[src/verilog/sram_ctrl_pkg.sv]
// Package: timing constants, states and carrier structs for the static memory controller
// Behaviour
// - Controller spaces read cycles at least 10 ns, address change to change.
// - Controller has address valid by the falling edge of select.
// - Write happens only while select and strobe both low; ends when either rises.
// - Controller holds write strobe low at least 7 ns.
// - Controller keeps select low at least 7 ns before write end.
// - Controller has write data valid at least 5 ns before write end.
// - With drive enable low, write pulse covers turn-off plus data set-up.
// - Controller drives no write data while memory still drives the bus.
package sram_ctrl_pkg;

  localparam int ADDR_W = 17;
  localparam int DATA_W = 8;
  localparam int CLK_PERIOD_PS = 8000;

  // Figures in picoseconds, as printed in ns
  localparam int T_READ_CYCLE_PS = 10000;
  localparam int T_ADDR_ACCESS_PS = 10000;
  localparam int T_WRITE_PULSE_PS = 7000;
  localparam int T_SEL_TO_END_PS = 7000;
  localparam int T_DATA_SETUP_PS = 5000;
  localparam int T_WE_TO_HIZ_PS = 5000;
  localparam int T_DESEL_HIZ_PS = 5000;

  // Least times round up; data sampled after a longest access rounds up, plus one more cycle
  localparam int RD_CYC = (T_ADDR_ACCESS_PS + CLK_PERIOD_PS - 1) / CLK_PERIOD_PS + 1;
  localparam int WR_PULSE_MIN = (T_WRITE_PULSE_PS + CLK_PERIOD_PS - 1) / CLK_PERIOD_PS;
  localparam int WR_OVERLAP = (T_WE_TO_HIZ_PS + T_DATA_SETUP_PS + CLK_PERIOD_PS - 1)
                              / CLK_PERIOD_PS;
  localparam int WR_CYC = (WR_OVERLAP > WR_PULSE_MIN) ? WR_OVERLAP : WR_PULSE_MIN;
  localparam int TURN_CYC = (T_DESEL_HIZ_PS + CLK_PERIOD_PS - 1) / CLK_PERIOD_PS;
  localparam int CNT_W = 4;

  typedef enum logic [2:0] {
    ST_IDLE,
    ST_READ,
    ST_WRITE,
    ST_TURN
  } ctrl_state_e;

  typedef struct packed {
    logic [ADDR_W-1:0] addr;
    logic sel_n;
    logic oe_n;
    logic we_n;
    logic [DATA_W-1:0] dq_o;
    logic dq_oe;
  } mem_pins_s;

  typedef struct packed {
    logic valid;
    logic write;
    logic [ADDR_W-1:0] addr;
    logic [DATA_W-1:0] wdata;
  } user_req_s;

endpackage

[src/verilog/sram_ctrl.sv]
// Controller that runs read and write cycles on an asynchronous static memory
`timescale 1ns/1ps
module sram_ctrl (
  input wire logic sys_clk_i,
  input wire logic rst_n_i,
  input wire sram_ctrl_pkg::user_req_s req_i,
  output logic ready_o,
  output logic rvalid_o,
  output logic [sram_ctrl_pkg::DATA_W-1:0] rdata_o,
  output logic [sram_ctrl_pkg::ADDR_W-1:0] mem_addr_o,
  output logic mem_sel_n_o,
  output logic mem_oe_n_o,
  output logic mem_we_n_o,
  output logic [sram_ctrl_pkg::DATA_W-1:0] mem_dq_o,
  output logic mem_dq_oe_o,
  input wire logic [sram_ctrl_pkg::DATA_W-1:0] mem_dq_i
);
  import sram_ctrl_pkg::*;

  typedef struct packed {
    ctrl_state_e st;
    mem_pins_s pins;
    logic ready;
    logic rvalid;
    logic [DATA_W-1:0] rdata;
  } ctrl_s;

  localparam mem_pins_s PINS_IDLE = '{addr: '0, sel_n: 1'b1, oe_n: 1'b1, we_n: 1'b1,
                                      dq_o: '0, dq_oe: 1'b0};

  ctrl_s s_q;
  ctrl_s s_d;
  logic tmr_load;
  logic [CNT_W-1:0] tmr_val;
  logic tmr_done;

  ////////////////////////////////////////////////////////////////////////////
  sram_ctrl_timer #(
    .W(CNT_W)
  ) u_timer (
    .sys_clk_i(sys_clk_i),
    .rst_n_i(rst_n_i),
    .load_i(tmr_load),
    .value_i(tmr_val),
    .done_o(tmr_done)
  );

  ////////////////////////////////////////////////////////////////////////////
  always_comb begin
    s_d = s_q;
    s_d.rvalid = 1'b0;
    tmr_load = 1'b0;
    tmr_val = '0;
    case (s_q.st)
      ST_IDLE: begin
        s_d.ready = 1'b1;
        if (req_i.valid && s_q.ready) begin
          s_d.ready = 1'b0;
          tmr_load = 1'b1;
          // Address and select change on the same edge, so address is never late
          s_d.pins.addr = req_i.addr;
          s_d.pins.sel_n = 1'b0;
          if (req_i.write) begin
            // Strobe falls with select, so the memory never drives the bus
            s_d.pins.we_n = 1'b0;
            s_d.pins.oe_n = 1'b1;
            s_d.pins.dq_o = req_i.wdata;
            s_d.pins.dq_oe = 1'b1;
            tmr_val = CNT_W'(WR_CYC);
            s_d.st = ST_WRITE;
          end else begin
            s_d.pins.oe_n = 1'b0;
            s_d.pins.we_n = 1'b1;
            // Read held for full access time, also bounding cycle spacing
            tmr_val = CNT_W'(RD_CYC);
            s_d.st = ST_READ;
          end
        end
      end
      ST_READ: begin
        if (tmr_done) begin
          // Sample only after access time has elapsed
          s_d.rdata = mem_dq_i;
          s_d.rvalid = 1'b1;
          s_d.pins.sel_n = 1'b1;
          s_d.pins.oe_n = 1'b1;
          tmr_load = 1'b1;
          // Wait out the memory's float time before anyone may drive
          tmr_val = CNT_W'(TURN_CYC);
          s_d.st = ST_TURN;
        end
      end
      ST_WRITE: begin
        if (tmr_done) begin
          // Strobe and select rise together, data held past the end
          // Pulse covers strobe width, select width and data set-up
          s_d.pins.we_n = 1'b1;
          s_d.pins.sel_n = 1'b1;
          s_d.st = ST_TURN;
          tmr_load = 1'b1;
          tmr_val = CNT_W'(1);
        end
      end
      ST_TURN: begin
        // Drivers off one cycle after write end gives zero-hold margin
        s_d.pins.dq_oe = 1'b0;
        if (tmr_done) begin
          s_d.ready = 1'b1;
          s_d.st = ST_IDLE;
        end
      end
      default: begin
        s_d.st = ST_IDLE;
        s_d.pins = PINS_IDLE;
        s_d.ready = 1'b0;
      end
    endcase
  end

  always_ff @(posedge sys_clk_i or negedge rst_n_i) begin
    if (!rst_n_i) begin
      s_q <= '{st: ST_IDLE, pins: PINS_IDLE, ready: 1'b0, rvalid: 1'b0, rdata: '0};
    end else begin
      s_q <= s_d;
    end
  end

  assign ready_o = s_q.ready;
  assign rvalid_o = s_q.rvalid;
  assign rdata_o = s_q.rdata;
  assign mem_addr_o = s_q.pins.addr;
  assign mem_sel_n_o = s_q.pins.sel_n;
  assign mem_oe_n_o = s_q.pins.oe_n;
  assign mem_we_n_o = s_q.pins.we_n;
  assign mem_dq_o = s_q.pins.dq_o;
  assign mem_dq_oe_o = s_q.pins.dq_oe;
endmodule

[src/verilog/sram_ctrl_timer.sv]
// Down counter that marks the end of a timed phase
`timescale 1ns/1ps
module sram_ctrl_timer #(
  parameter int W = 4
) (
  input wire logic sys_clk_i,
  input wire logic rst_n_i,
  input wire logic load_i,
  input wire logic [W-1:0] value_i,
  output logic done_o
);
  logic [W-1:0] cnt_q;
  logic [W-1:0] cnt_d;

  always_comb begin
    cnt_d = cnt_q;
    if (load_i) begin
      cnt_d = value_i;
    end else if (cnt_q != '0) begin
      cnt_d = cnt_q - 1'b1;
    end
  end

  always_ff @(posedge sys_clk_i or negedge rst_n_i) begin
    if (!rst_n_i) begin
      cnt_q <= '0;
    end else begin
      cnt_q <= cnt_d;
    end
  end

  // Done in the last counted cycle, so the phase lasts exactly value_i cycles
  assign done_o = (cnt_q == {{(W-1){1'b0}}, 1'b1});
endmodule

[config.mk]
export PLATFORM = sky130hd
export DESIGN_NAME = sram_ctrl
export DESIGN_NICKNAME = d
export VERILOG_FILES = /design/src/verilog/sram_ctrl_pkg.sv /design/src/verilog/sram_ctrl.sv /design/src/verilog/sram_ctrl_timer.sv
export SDC_FILE = /design/constraint.sdc
export NUM_CORES = 1
export LEC_CHECK = 0
export ABC_AREA = 1
export BUFFER_PORTS_ARGS = -buffer_cell sky130_fd_sc_hd__buf_2
export CAP_MARGIN = 0
export CORE_UTILIZATION = 25
export DETAILED_ROUTE_END_ITERATION = 10
export PLACE_DENSITY = 0.42
export SKIP_LAST_GASP = 1
export SYNTH_ARGS = -nofsm -noshare
export SYNTH_HDL_FRONTEND = slang
export SYNTH_SLANG_ARGS = --single-unit
[constraint.sdc]
create_clock -name sys_clk_i -period 3.8 [get_ports sys_clk_i]
set_input_delay 0.19 -clock sys_clk_i [delete_from_list [all_inputs] [get_ports sys_clk_i]]
set_output_delay 0.19 -clock sys_clk_i [all_outputs]
set_load 0.01 [all_outputs]
==> impl_results.md <==
* Post-route design area at 2690 um2
* Post-Place Cell Area at around 2600 um2
* Leakage at 1.54 nW
* DP HPWL at 3610 um
* CTS buffer count at 5
* Initial Util at 0.258
* Clk pin slew, worst setup/hold paths at around 0.080 ns
* Status: complete, but fails checks
* Flops & latches, synth at 45
* Antenna violations before repair at 0
* Commonest cells in the netlist: nand2_1 (91), dfrtp_1 (42), buf_4 (34)
* Register-to-Register Path Depth at 6
* Hold buffer count at cts at 0
* Most area-hungry cell type in the Yosys netlist: dfrtp_1
* Area share of the largest cell type after synthesis at 0.444
* Vias in the first global route at 1738
* Clock sinks at 45
* RSZ-0062 raised after global routing: no
* Main synth FF type: dfrtp_1
* Via Count at ~1.8k
* Synth warn at 0
* Share of cells above drive strength 1 at 0.328
* Peak VDD IR at 0.000190 V
* GRT Total Usage at 0.108
* # DRC at 0
* Hold_ws at -0.0308 ns
* Setup crit start: s_q[39]$_DFFE_PN0P_
* Final min period at 1.95 ns
* # IOs at 76
* Grt total ovfl at 0
* Post-synthesis async set-or-reset flop share at 1.00
* Area delta synth->final at 13.6%
* Post-synth EDFFs at 0
* Setup violators final at 0
* Max frequency at 513 MHz
* DR iter-0 viols at 55
* Power Density at 838 nW/um2
* TNS Setup at 0 ns
* Routed len/inst at 11.9 um
* Drt via density at 4.24
* Mapped Cells at 271
* Most frequent cell after synthesis: nand2_1
* Crit path kind: flip-flop to flip-flop
* Nets at 362
* Die area at 9870 um2
* Largest net degree at the start of global routing at 46
* Post-synthesis sequential area ratio at 0.477
* CTS tree: done
* Rows at 35
* Crit end category: flip-flop
* Filler instances at 1004
* First-pass GRT wire length at 8290 um
* Syn Std Cell Area at 2370 um2
* Crit share post-route at 0.513
* Core footprint at roughly 9200 um2
* Final hold vios at 30
* RR Startpoint: s_q[39]$_DFFE_PN0P_
* Worst EP arrival at 2.18 ns
* First-pass DRT Iterations at 4
* Netlist cell types at 25
* Resize count post-CTS at 0
* Final WS setup at 1.85 ns
* Max_cap viols at 0
* Dpl ws at 1.84 ns
* Slew Limit Headroom at 0.584
* Htree depth at 2
* CTS root buf: clkbuf_8
* Top area cells in the synthesized netlist: dfrtp_1 (44%), nand2_1 (14%), buf_4 (11%)
* Max Slew Vio Count at 0
* Antenna Cells at 0
* Total wire length at 5090 um
* WP data required at a little over 4 ns
* Routability cong. at approximately 0.76
* Post-CTS setup buffer count at 0
* Die span in y at 99.3 um
* Clock skew at 0.00750 ns
* Worst setup SP type: flip-flop
* Die width at around 99 um
* I/O Buffers at 75
* Failing checks: negative hold slack
* Mean Syn Cell Area at approximately 8.7 um2
* Crit path max fanout at 25
* Worst-Margin Slew at 0.623 ns
* Syn Nets at about 320
* Clock Path Buffers at 2
* Clock Latency Late Sink at between 0.2 and 0.3 ns
* Routed Antenna Nets at 0
* Hold Path Class: input pin to asynchronous set/reset pin
## worst max-delay path, stage by stage (launching register included)
cell,delay (ns)
dfrtp_1,0.43
inv_1,0.12
ha_1,0.41
nand3_2,0.17
nor2_4,0.52
nand3_1,0.15
nand2_1,0.09
## cell usage in the layout, fill, tap and decap left out, types with 2 or more instances in the layout
cell type / instances
a21oi_1: 5
buf_2: 75
clkbuf_8: 6
dfrtp_1: 42
dfstp_2: 3
ha_1: 9
inv_1: 12
inv_2: 4
nand2_1: 91
nand2_2: 3
nand2_4: 3
nand3_1: 17
nand3_2: 2
nand4_1: 2
nor2_1: 9
nor2_4: 2
o21ai_0: 10
o21ai_1: 12
xnor2_1: 2
## final cells by class
type | instances | area (um2) | area share
Sequential cell | 45 | 1130 | 0.420
Tap cell | 111 | 139 | 0.0516
Clock inverter | 1 | 7.51 | 0.00279
Multi-Input combinational cell | 171 | 880 | 0.327
Clock buffer | 7 | 86.3 | 0.0321
Inverter | 17 | 66.3 | 0.0246
Timing Repair Buffer | 76 | 383 | 0.142
## per-stage QoR
step / std cells / total power, mW / util
floorplan: 271 / 1.83 / -
global placement: 420 / 1.98 / 0.282
detailed placement: 420 / 1.98 / 0.282
CTS: 428 / 2.31 / 0.293
global route: 428 / 2.49 / 0.293
finish: 428 / 2.26 / 0.293
## kinds of logic after synthesis
family / Yosys count / share of synthesized area
and+or+nand+nor: 130 / 0.242
buffers and inverters: 55 / 0.152
DFF: 45 / 0.477
AOI/OAI and AO/OA: 30 / 0.0745
adders and majority gates: 9 / 0.0475
xor gates and xnor gates: 2 / 0.00740
## where the power goes
group	total, mW	internal, mW	switching, mW	leakage, nW
combinational	1.11	0.405	0.704	0.916
sequential	0.837	0.713	0.124	0.579
clock	0.309	0.148	0.161	0.0445
total	2.26	1.27	0.989	1.54
## metal layers
layer / track usage / part of all wire
met5: 0 / 0
met2: 0.170 / 0.44
met1: 0.141 / 0.49
met4: 0.0373 / 0.014
met3: 0.0302 / 0.058
## flip-flops by register name (all words and copies together) (netlist names)
name,flops
mem_dq_o,8
mem_dq_oe_o,1
mem_we_n_o,1
rvalid_o,1
mem_addr_o,17
u_timer.cnt_q,4
mem_sel_n_o,1
mem_oe_n_o,1
s_q,2
rdata_o,8
ready_o,1
## path summary, 6_finish.rpt
path	end	slack (ns)
min in group sys_clk_i	rdata_o[6]$_DFFE_PN0P_	0.09
max in group asynchronous	ready_o$_DFFE_PN0P_	3.41
hold reg to reg	mem_we_n_o$_DFFE_PN1P_	0.46
hold / removal	mem_dq_o[7]$_DFFE_PN0P_	-0.03
setup / recovery	mem_dq_o[4]$_DFFE_PN0P_	1.85
setup reg to reg	mem_dq_o[4]$_DFFE_PN0P_	1.85
(Power assumes the default switching activity.)
